--- src/hw/dag_pkg.sv ---
`default_nettype none
package dag_pkg;

    localparam int NUM_PTR = 3;

    // APB register byte offsets
    localparam logic [7:0] OFF_CTRL = 8'h00;
    localparam logic [7:0] OFF_BANK = 8'h04;
    localparam logic [7:0] OFF_ACC = 8'h08;
    localparam logic [7:0] OFF_PTR0 = 8'h0c;
    localparam logic [7:0] OFF_PTR_STRIDE = 8'h04;
    localparam logic [7:0] OFF_STATUS = 8'h18;
    localparam logic [7:0] OFF_JUMP = 8'h1c;

    // Field positions
    localparam int CTRL_EXT_BIT = 0;
    localparam int STAT_MODE_LSB = 12;
    localparam int STAT_VIRT_BIT = 16;
    localparam int STAT_TOACC_BIT = 17;

    // Reset values
    localparam logic CTRL_EXT_RESET = 1'b0;
    localparam logic [3:0] BANK_RESET = 4'h0;
    localparam logic [7:0] ACC_RESET = 8'h00;
    localparam logic [11:0] PTR_RESET = 12'h000;

    // Access bank split and the upper window it maps to
    localparam logic [7:0] ACCESS_SPLIT = 8'h60;
    localparam logic [3:0] ACCESS_HIGH_BANK = 4'hf;

    // Pointer special registers: block of 8 per pointer
    localparam logic [11:0] VOP_BASE = 12'hfc0;
    localparam logic [2:0] VK_PLAIN = 3'h0;
    localparam logic [2:0] VK_POST_INC = 3'h1;
    localparam logic [2:0] VK_POST_DEC = 3'h2;
    localparam logic [2:0] VK_PRE_INC = 3'h3;
    localparam logic [2:0] VK_ACC_OFS = 3'h4;
    localparam logic [2:0] VK_LOW = 3'h5;
    localparam logic [2:0] VK_HIGH = 3'h6;

    typedef enum logic [2:0] {
        CLS_INHERENT,
        CLS_LITERAL,
        CLS_JUMP,
        CLS_FILE,
        CLS_FULL
    } dag_class_type;

    typedef enum logic [2:0] {
        MODE_NONE,
        MODE_INHERENT,
        MODE_LITERAL,
        MODE_BANKED,
        MODE_ACCESS,
        MODE_FULL,
        MODE_INDIRECT,
        MODE_INDEXED
    } dag_mode_type;

    typedef struct packed {
        logic hit;
        logic [1:0] idx;
        logic [2:0] kind;
    } dag_vop_type;

    function automatic dag_vop_type vop_decode(input logic [11:0] addr);
        dag_vop_type v;
        v.idx = addr[4:3];
        v.kind = addr[2:0];
        v.hit = (addr[11:5] == VOP_BASE[11:5]) && (addr[4:3] != 2'h3)
            && (addr[2:0] != 3'h7);
        return v;
    endfunction

endpackage
`default_nettype wire

--- src/hw/dag_ptr_if.sv ---
`timescale 1ns/10ps
`default_nettype none
interface dag_ptr_if;
    logic [2:0] ld_low;
    logic [2:0] ld_high;
    logic [7:0] ld_data_low;
    logic [7:0] ld_data_high;
    logic [2:0] step_inc;
    logic [2:0] step_dec;
    logic [11:0] value [3];

    modport bank(
        input ld_low,
        input ld_high,
        input ld_data_low,
        input ld_data_high,
        input step_inc,
        input step_dec,
        output value
    );

    modport ctrl(
        output ld_low,
        output ld_high,
        output ld_data_low,
        output ld_data_high,
        output step_inc,
        output step_dec,
        input value
    );
endinterface
`default_nettype wire

--- src/hw/dag_ptr_bank.sv ---
`timescale 1ns/10ps
`default_nettype none
module dag_ptr_bank (
    input wire logic pclk,
    input wire logic presetn,
    dag_ptr_if.bank ptr
);
    genvar n;
    generate
        for (n = 0; n < dag_pkg::NUM_PTR; n++)
        begin : g_ptr
            // Loads beat stepping; the pointer only ever holds 12 bits
            always_ff @(posedge pclk or negedge presetn)
            begin
                if (!presetn)
                    ptr.value[n] <= dag_pkg::PTR_RESET;
                else if (ptr.ld_low[n] || ptr.ld_high[n])
                begin
                    if (ptr.ld_low[n])
                        ptr.value[n][7:0] <= ptr.ld_data_low;
                    if (ptr.ld_high[n])
                        ptr.value[n][11:8] <= ptr.ld_data_high[3:0];
                end
                else if (ptr.step_inc[n])
                    ptr.value[n] <= ptr.value[n] + 12'h001;
                else if (ptr.step_dec[n])
                    ptr.value[n] <= ptr.value[n] - 12'h001;
            end
        end
    endgenerate
endmodule
`default_nettype wire

--- src/hw/dag_direct.sv ---
`timescale 1ns/10ps
`default_nettype none
module dag_direct (
    input wire logic [7:0] file_addr,
    input wire logic access,
    input wire logic [3:0] bank,
    input wire logic ext_enable,
    input wire logic [11:0] index_base,
    output logic [11:0] addr,
    output logic indexed
);
    logic low_half;

    always_comb
    begin
        low_half = file_addr < dag_pkg::ACCESS_SPLIT;
        indexed = ext_enable && !access && low_half;
        if (indexed)
            addr = index_base + {4'h0, file_addr};
        else if (access)
            addr = {bank, file_addr};
        else if (low_half)
            addr = {4'h0, file_addr};
        else
            addr = {dag_pkg::ACCESS_HIGH_BANK, file_addr};
    end
endmodule
`default_nettype wire

--- src/hw/dag_top.sv ---
// How it works
// - Opcode low byte selects the operand register
// - Access bit one joins bank and byte
// - Access bit zero selects access bank
// - Full move takes whole address, bank ignored
// - Destination bit picks source register or accumulator
// - No destination bit: fixed implicit target
// - Three pointers, high nibble unused
// - Pointer addresses whole memory linearly
// - Plain operand accesses location pointer names
// - Indirect ignores bank and access bit
// - Post-decrement uses pointer, then subtracts one
// - Post-increment uses pointer, then adds one
// - Pre-increment adds one, then uses pointer
// - Offset operand adds signed accumulator
// - Plain and offset operands change nothing
// - Virtual operands have no storage
// - Pointers reachable as special registers
// - Indexed literal mode only when enabled
// - Jumps carry a 20-bit literal target
`timescale 1ns/10ps
`default_nettype none
module dag_top (
    input wire logic pclk,
    input wire logic presetn,
    input wire logic psel,
    input wire logic penable,
    input wire logic pwrite,
    input wire logic [7:0] paddr,
    input wire logic [31:0] pwdata,
    output logic [31:0] prdata,
    output logic pready,
    output logic pslverr,
    input wire logic op_valid,
    input wire dag_pkg::dag_class_type op_class,
    input wire logic [7:0] op_file,
    input wire logic op_access,
    input wire logic op_has_dest,
    input wire logic op_dest,
    input wire logic op_implicit_acc,
    input wire logic [11:0] op_full_addr,
    input wire logic [19:0] op_literal,
    input wire logic wb_valid,
    input wire logic [7:0] wb_data,
    output logic mem_valid,
    output logic [11:0] mem_addr,
    output dag_pkg::dag_mode_type mem_mode,
    output logic mem_virtual,
    output logic res_to_acc,
    output logic [11:0] res_addr,
    output logic sfr_hit,
    output logic [7:0] sfr_rdata,
    output logic jump_valid,
    output logic [19:0] jump_target,
    output logic [7:0] acc_value
);
    dag_ptr_if ptr ();

    logic ext_enable;
    logic [3:0] bank_select_reg;
    logic [11:0] dir_addr;
    logic dir_indexed;
    logic [11:0] eff_addr;
    dag_pkg::dag_vop_type vop;
    dag_pkg::dag_vop_type wb_vop;
    logic [11:0] sel_ptr;
    logic [11:0] next_addr;
    dag_pkg::dag_mode_type next_mode;
    logic next_virtual;
    logic next_to_acc;
    logic next_sfr_hit;
    logic [7:0] next_sfr_rdata;
    logic apb_setup_done;
    logic apb_wr;
    logic [31:0] next_prdata;
    logic next_pslverr;
    logic [1:0] apb_ptr_idx;
    logic apb_ptr_hit;
    logic file_op;

    dag_ptr_bank u_ptr_bank (
        .pclk(pclk),
        .presetn(presetn),
        .ptr(ptr.bank)
    );

    dag_direct u_direct (
        .file_addr(op_file),
        .access(op_access),
        .bank(bank_select_reg),
        .ext_enable(ext_enable),
        .index_base(ptr.value[2]),
        .addr(dir_addr),
        .indexed(dir_indexed)
    );

    // Operand address resolution
    always_comb
    begin
        file_op = op_class == dag_pkg::CLS_FILE;
        if (op_class == dag_pkg::CLS_FULL)
            eff_addr = op_full_addr;
        else
            eff_addr = dir_addr;
        vop = dag_pkg::vop_decode(eff_addr);
        // Slot 3 of the map has no pointer; keep the mux free of x
        if (vop.idx == 2'h3)
            sel_ptr = 12'h000;
        else
            sel_ptr = ptr.value[vop.idx];
        next_virtual = 1'b0;
        next_addr = eff_addr;
        // Bank and access bit play no part once a pointer is used
        if (vop.hit && vop.kind != dag_pkg::VK_LOW
            && vop.kind != dag_pkg::VK_HIGH)
        begin
            next_virtual = 1'b1;
            case (vop.kind)
                dag_pkg::VK_PRE_INC:
                    next_addr = sel_ptr + 12'h001;
                dag_pkg::VK_ACC_OFS:
                    next_addr = sel_ptr + {{4{acc_value[7]}}, acc_value};
                default:
                    next_addr = sel_ptr;
            endcase
        end
    end

    always_comb
    begin
        next_mode = dag_pkg::MODE_NONE;
        next_to_acc = op_implicit_acc;
        case (op_class)
            dag_pkg::CLS_INHERENT:
                next_mode = dag_pkg::MODE_INHERENT;
            dag_pkg::CLS_LITERAL:
                next_mode = dag_pkg::MODE_LITERAL;
            dag_pkg::CLS_JUMP:
            begin
                next_mode = dag_pkg::MODE_LITERAL;
                next_to_acc = 1'b0;
            end
            dag_pkg::CLS_FILE:
            begin
                if (next_virtual)
                    next_mode = dag_pkg::MODE_INDIRECT;
                else if (dir_indexed)
                    next_mode = dag_pkg::MODE_INDEXED;
                else if (op_access)
                    next_mode = dag_pkg::MODE_BANKED;
                else
                    next_mode = dag_pkg::MODE_ACCESS;
                if (op_has_dest)
                    next_to_acc = !op_dest;
            end
            dag_pkg::CLS_FULL:
            begin
                next_mode = dag_pkg::MODE_FULL;
                next_to_acc = 1'b0;
            end
            default:
                next_mode = dag_pkg::MODE_NONE;
        endcase
    end

    // Pointer halves answer from here, not from the RAM array
    always_comb
    begin
        next_sfr_hit = vop.hit && (vop.kind == dag_pkg::VK_LOW
            || vop.kind == dag_pkg::VK_HIGH);
        if (vop.kind == dag_pkg::VK_HIGH)
            next_sfr_rdata = {4'h0, sel_ptr[11:8]};
        else
            next_sfr_rdata = sel_ptr[7:0];
    end

    // Operand outputs, one cycle after the request
    always_ff @(posedge pclk or negedge presetn)
    begin
        if (!presetn)
        begin
            mem_valid <= 1'b0;
            mem_addr <= 12'h000;
            mem_mode <= dag_pkg::MODE_NONE;
            mem_virtual <= 1'b0;
            res_to_acc <= 1'b0;
            res_addr <= 12'h000;
            sfr_hit <= 1'b0;
            sfr_rdata <= 8'h00;
        end
        else
        begin
            mem_valid <= op_valid && (file_op
                || op_class == dag_pkg::CLS_FULL);
            sfr_hit <= op_valid && (file_op
                || op_class == dag_pkg::CLS_FULL) && next_sfr_hit;
            if (op_valid)
            begin
                mem_addr <= next_addr;
                mem_mode <= next_mode;
                mem_virtual <= next_virtual;
                res_to_acc <= next_to_acc;
                res_addr <= next_addr;
                sfr_rdata <= next_sfr_rdata;
            end
        end
    end

    // Jump target holds until the next jump
    always_ff @(posedge pclk or negedge presetn)
    begin
        if (!presetn)
        begin
            jump_valid <= 1'b0;
            jump_target <= 20'h00000;
        end
        else
        begin
            jump_valid <= op_valid && op_class == dag_pkg::CLS_JUMP;
            if (op_valid && op_class == dag_pkg::CLS_JUMP)
                jump_target <= op_literal;
        end
    end

    // APB: pready rises one cycle into the access phase
    assign apb_setup_done = psel && penable && !pready;
    assign apb_wr = psel && penable && pready && pwrite;
    assign apb_ptr_hit = paddr >= dag_pkg::OFF_PTR0
        && paddr < dag_pkg::OFF_STATUS && paddr[1:0] == 2'b00;
    assign apb_ptr_idx = 2'((paddr - dag_pkg::OFF_PTR0) >> 2);

    always_comb
    begin
        next_prdata = 32'h00000000;
        next_pslverr = 1'b0;
        if (paddr == dag_pkg::OFF_CTRL)
            next_prdata[dag_pkg::CTRL_EXT_BIT] = ext_enable;
        else if (paddr == dag_pkg::OFF_BANK)
            next_prdata[3:0] = bank_select_reg;
        else if (paddr == dag_pkg::OFF_ACC)
            next_prdata[7:0] = acc_value;
        else if (apb_ptr_hit)
            next_prdata[11:0] = ptr.value[apb_ptr_idx];
        else if (paddr == dag_pkg::OFF_STATUS)
        begin
            next_prdata[11:0] = mem_addr;
            next_prdata[dag_pkg::STAT_MODE_LSB +: 3] = mem_mode;
            next_prdata[dag_pkg::STAT_VIRT_BIT] = mem_virtual;
            next_prdata[dag_pkg::STAT_TOACC_BIT] = res_to_acc;
        end
        else if (paddr == dag_pkg::OFF_JUMP)
            next_prdata[19:0] = jump_target;
        else
            next_pslverr = 1'b1;
    end

    always_ff @(posedge pclk or negedge presetn)
    begin
        if (!presetn)
        begin
            pready <= 1'b0;
            prdata <= 32'h00000000;
            pslverr <= 1'b0;
        end
        else
        begin
            pready <= apb_setup_done;
            // Error only stands beside pready, like the rest of the answer
            pslverr <= apb_setup_done && next_pslverr;
            if (apb_setup_done)
            begin
                prdata <= next_prdata;
            end
        end
    end

    always_ff @(posedge pclk or negedge presetn)
    begin
        if (!presetn)
        begin
            ext_enable <= dag_pkg::CTRL_EXT_RESET;
            bank_select_reg <= dag_pkg::BANK_RESET;
        end
        else if (apb_wr && paddr == dag_pkg::OFF_CTRL)
            ext_enable <= pwdata[dag_pkg::CTRL_EXT_BIT];
        else if (apb_wr && paddr == dag_pkg::OFF_BANK)
            bank_select_reg <= pwdata[3:0];
    end

    // Datapath write-back outranks software on the accumulator
    always_ff @(posedge pclk or negedge presetn)
    begin
        if (!presetn)
            acc_value <= dag_pkg::ACC_RESET;
        else if (wb_valid && res_to_acc)
            acc_value <= wb_data;
        else if (apb_wr && paddr == dag_pkg::OFF_ACC)
            acc_value <= pwdata[7:0];
    end

    // Pointer loads and auto-steps
    assign wb_vop = dag_pkg::vop_decode(res_addr);

    always_comb
    begin
        ptr.ld_low = 3'b000;
        ptr.ld_high = 3'b000;
        ptr.step_inc = 3'b000;
        ptr.step_dec = 3'b000;
        ptr.ld_data_low = wb_data;
        ptr.ld_data_high = wb_data;
        // Virtual operands hold no storage that could be loaded
        if (wb_valid && !res_to_acc && !mem_virtual && wb_vop.hit)
        begin
            if (wb_vop.kind == dag_pkg::VK_LOW)
                ptr.ld_low[wb_vop.idx] = 1'b1;
            else if (wb_vop.kind == dag_pkg::VK_HIGH)
                ptr.ld_high[wb_vop.idx] = 1'b1;
        end
        else if (apb_wr && apb_ptr_hit)
        begin
            ptr.ld_low[apb_ptr_idx] = 1'b1;
            ptr.ld_high[apb_ptr_idx] = 1'b1;
            ptr.ld_data_low = pwdata[7:0];
            ptr.ld_data_high = {4'h0, pwdata[11:8]};
        end
        // Plain and offset operands leave the pointer alone
        if (op_valid && (file_op || op_class == dag_pkg::CLS_FULL)
            && next_virtual)
        begin
            if (vop.kind == dag_pkg::VK_POST_INC
                || vop.kind == dag_pkg::VK_PRE_INC)
                ptr.step_inc[vop.idx] = 1'b1;
            else if (vop.kind == dag_pkg::VK_POST_DEC)
                ptr.step_dec[vop.idx] = 1'b1;
        end
    end
endmodule
`default_nettype wire

--- config.mk ---
export PLATFORM = sky130hd
export DESIGN_NAME = dag_top
export DESIGN_NICKNAME = d
export VERILOG_FILES = /design/src/hw/dag_pkg.sv /design/src/hw/dag_ptr_if.sv /design/src/hw/dag_ptr_bank.sv /design/src/hw/dag_direct.sv /design/src/hw/dag_top.sv
export SDC_FILE = /design/constraint.sdc
export NUM_CORES = 1
export LEC_CHECK = 0
export BUFFER_PORTS_ARGS = -buffer_cell sky130_fd_sc_hd__buf_4
export CORE_MARGIN = 2
export CORE_UTILIZATION = 39
export DETAILED_ROUTE_END_ITERATION = 16
export PLACE_DENSITY = 0.59
export SLEW_MARGIN = 20
export SYNTH_ARGS = -nofsm -noshare
export SYNTH_HDL_FRONTEND = slang
export SYNTH_SLANG_ARGS = --single-unit
--- constraint.sdc ---
create_clock -name pclk -period 14.5 [get_ports pclk]
set_input_delay 0 -clock pclk [delete_from_list [all_inputs] [get_ports pclk]]
set_output_delay 0 -clock pclk [all_outputs]
set_load 0.005 [all_outputs]
==> metrics.cfg <==
[run_status]
outcome = completed

[cells_and_area]
layout_top_registers = u_ptr_bank.ptr.value (36), jump_target (20), prdata (20)
layout-drive-gt1-share_pct = 23.6
utilization_of_the_core_after_routing_pct = 50.3
regMostFlops = u_ptr_bank.ptr.value
largest_reg_flops = 36
antenna_cells_inserted = 0
layout-area-overhead-vs-synth_pct = 26.2
final_nets = 1413

[yosys]
seq_area_frac_synth_pct = 31.7
synth_edf_count = 0
ys_async_sr_fraction_pct = 100
synth.most_common_cell = sky130_fd_sc_hd__dfrtp_1
yosys-top-cells-count = sky130_fd_sc_hd__dfrtp_1 (119), sky130_fd_sc_hd__a21oi_1 (102), sky130_fd_sc_hd__nand2_1 (101)
postSynthRegisterBits = 119
synthesis.yosys.warnings = 0
synth_largest_area_cell = sky130_fd_sc_hd__dfrtp_1
synth_cells = 1068
postSynthAreaPerCell_um2 = 8.79
synth_top_flop_cell = sky130_fd_sc_hd__dfrtp_1
synth_top_area_share_pct = 31.7
mappedNetlistArea_um2 = 9380
synth.lib_cells_used.distinct = 73
synth_top_cells_by_area = sky130_fd_sc_hd__dfrtp_1 (32%), sky130_fd_sc_hd__ha_1 (7.5%), sky130_fd_sc_hd__mux2_2 (7.2%)

[timing]
setup_slack_ns = 7.91
setup_viol = 0
grt_setup_unrepaired = no
skew_ns = 0.0111
final_min_period_over_clock_period_pct = 45.4
setup_total_negative_slack_ns = 0
slew_worst_pin_ns = 1.04
max_slew_margin_pct = 30.5
report.final.slew_viol_count = 0
fin_crit_ns = 6.59
fmaxAchievable_mhz = 152
hold_violations = 0

[routing]
detailedRoute.firstIterationViolations = 562
routed-wl-met2_um = 15300
drt_pass1_iterations = 5
drcViolationCount = 0
route.antenna.remaining_nets = 0
wirelength_um = 32300
met3_length_um = 1850
routed_via_count_divided_by_cell_count = 5.56
routedLengthMet1_um = 14200
vias = 8795
highest-signal-layer = met4
detail_route.wl_per_cell_um = 20.4

[die]
ios = 204
floorplan.die_area_um2 = 25300
fp.coreArea_um2 = 23500
fp.dieW_um = 159
die-height_um = 159
initial_core_util_pct = 39.9
core.rowCount = 56

[clocking]
clkTransAtPathRegs_ns = 0.06
number_of_clock_sinks = 119
cts_max_level = 4
clock_latency_of_the_later_clocked_register_in_the_worst_skew_pair_ns = 0.44
cts_made_buffers = 17
cts_setup_buffers = 0
tritoncts = yes
max-clock-path-buffers = 2
clock-root-buffer = sky130_fd_sc_hd__clkbuf_16

[worst_hold_path]
min_path_type = input port to register

[global_route]
globalRouteTotalUtil_pct = 25.1
globalRouteOverflowTotal = 0
global_route_wire_length_before_repair_um = 49300
number_of_global_route_vias_before_repair = 8611
number_of_antenna_violations_at_the_first_check_in_global_routing = 0
grt_max_degree = 67

[power_and_ir_drop]
total_power_w = 0.00103
peakVddDrop_v = 0.0000744
power.density_nw_per_um2 = 87.4
p_leak_nw = 5.70

[setup_path]
worstSetupPathType = register to register
timing.critical_path.slowest_cell_delay_ns = 0.73
wp_buf_inv = 1
worst_path_required_time_ns = 14.82
crit_chain = ha_1 -> a211oi_1 -> nor2_1 -> xnor2_1 -> o21ai_0 -> mux2i_2 -> and2_0 -> a21oi_1 -> inv_1 -> ha_1 -> a21o_1 -> a21o_1 -> a2111oi_0 -> nor3_1 -> nand4_1 -> nand3_1 -> o41ai_1 -> mux2i_1 -> xor2_1 -> a21boi_0 -> mux2_2
critical_path_peak_fanout = 15
worst_setup_ep_type = register
critPathTopFamily = compound AO/OA/AOI/OAI gates
critical_path.slowest_cell = sky130_fd_sc_hd__and2_0
setup.worst_path.start_class = register
worstPathArrival_ns = 6.90

[placed_design]
dp_slack_ns = 8.11
place.gp.congestion = 0.900
io_buffer_count = 171
dp.final_hpwl_um = 24500

[job]
timing.max_cap.violations = 0

-- layout by cell type (no fill, tap or decap), types with 5 or more instances in the layout --
master | netlist | routed
sky130_fd_sc_hd__dfrtp_1 | 119 | 119
sky130_fd_sc_hd__nand3_1 | 15 | 15
sky130_fd_sc_hd__mux2i_1 | 36 | 36
sky130_fd_sc_hd__a211oi_1 | 15 | 15
sky130_fd_sc_hd__or3_1 | 9 | 9
sky130_fd_sc_hd__conb_1 | 1 | 12
sky130_fd_sc_hd__nor2b_1 | 16 | 16
sky130_fd_sc_hd__nand2_1 | 101 | 101
sky130_fd_sc_hd__o21bai_1 | 10 | 10
sky130_fd_sc_hd__dlygate4sd3_1 | 0 | 43
sky130_fd_sc_hd__inv_1 | 48 | 48
sky130_fd_sc_hd__a22oi_1 | 6 | 6
sky130_fd_sc_hd__buf_4 | 25 | 180
sky130_fd_sc_hd__ha_1 | 56 | 56
sky130_fd_sc_hd__a21oi_1 | 102 | 102
sky130_fd_sc_hd__nor2_1 | 76 | 76
sky130_fd_sc_hd__and2_1 | 9 | 9
sky130_fd_sc_hd__o21ai_0 | 76 | 76
sky130_fd_sc_hd__o211ai_1 | 13 | 13
sky130_fd_sc_hd__a31o_2 | 5 | 5
sky130_fd_sc_hd__inv_8 | 0 | 5
sky130_fd_sc_hd__a21o_1 | 23 | 23
sky130_fd_sc_hd__xor2_1 | 12 | 12
sky130_fd_sc_hd__nor3b_1 | 12 | 11
sky130_fd_sc_hd__fa_1 | 5 | 5
sky130_fd_sc_hd__a31oi_1 | 10 | 9
sky130_fd_sc_hd__or2_2 | 6 | 6
sky130_fd_sc_hd__a221oi_1 | 12 | 12
sky130_fd_sc_hd__o22ai_1 | 6 | 6
sky130_fd_sc_hd__clkbuf_16 | 0 | 17
sky130_fd_sc_hd__inv_6 | 0 | 6
sky130_fd_sc_hd__mux2_2 | 60 | 60
sky130_fd_sc_hd__xnor2_1 | 35 | 35
sky130_fd_sc_hd__nor3_1 | 18 | 18
sky130_fd_sc_hd__mux2_1 | 13 | 13
-- layer usage --
| metal | vias to the layer above | track usage [%] |
|---|---|---|
| li1 | 4182 | - |
| met1 | 4246 | 32.9 |
| met2 | 307 | 41.9 |
| met3 | 60 | 4.58 |
| met4 | 0 | 8.55 |
| met5 | - | 0 |
-- kinds of logic (layout without fill, tap and decap cells) --
| kind of cell | count (synthesis) | count (layout) | share of synthesized area [%] |
|---|---|---|---|
| other | 1 | 12 | 0.0400 |
| and+or+nand+nor | 294 | 294 | 15.3 |
| xor gates and xnor gates | 47 | 47 | 4.39 |
| AOI/OAI and AO/OA | 317 | 317 | 21.2 |
| buffers and inverters | 119 | 303 | 6.01 |
| DFF | 119 | 119 | 31.7 |
| adders and majority gates | 61 | 61 | 8.53 |
| muxes | 110 | 110 | 12.7 |
-- final cells by class --
class,count,area [µm²]
clock buffer,17,425
clock inverter,15,149
fill,2255,11700
inverter,48,180
multi-input combinational,841,5930
sequential,119,2980
tap,319,399
timing repair buffer,223,1780
-- power by group --
group	total [W]	internal, W	switching, W
Clock	0.000422	0.000229	0.000193
Sequential	0.000402	0.000357	0.0000443
Combinational	0.000211	0.000109	0.000102
-- what timing repair did --
action | 4_1_cts | 5_1_grt
hold endpoints to repair | 90 | 0
hold buffers | 43 | 0
resized for setup | 0 | 0
-- worst paths after layout --
| check | from | to | slack, ns | depth (start not counted) |
|---|---|---|---|---|
| max | u_ptr_bank.ptr.value[1] | res_addr[11] | 7.91 | 21 |
| min | op_valid | res_addr[0] | 0.02 | 2 |
| max reg2reg | u_ptr_bank.ptr.value[1] | res_addr[11] | 7.91 | 21 |
| min reg2reg | prdata[9] | prdata[9] | 0.48 | 1 |
| max in group asynchronous | presetn | u_ptr_bank.ptr.value[15] | 12.98 | 3 |
| min in group asynchronous | presetn | sfr_rdata[5] | 0.17 | 2 |
-- through the flow --
stage / instances / area, µm² / hold slack (ns)
after global placement: 1507 / 10800 / 0.110
after CTS: 1582 / 11800 / 0.0168
after detailed placement: 1507 / 10800 / 0.114
final: 1582 / 11800 / 0.0203
after floorplan: 1079 / 9430 / -0.296
after global routing: 1582 / 11800 / 0.0505
Power figures use the tool's default switching activity.
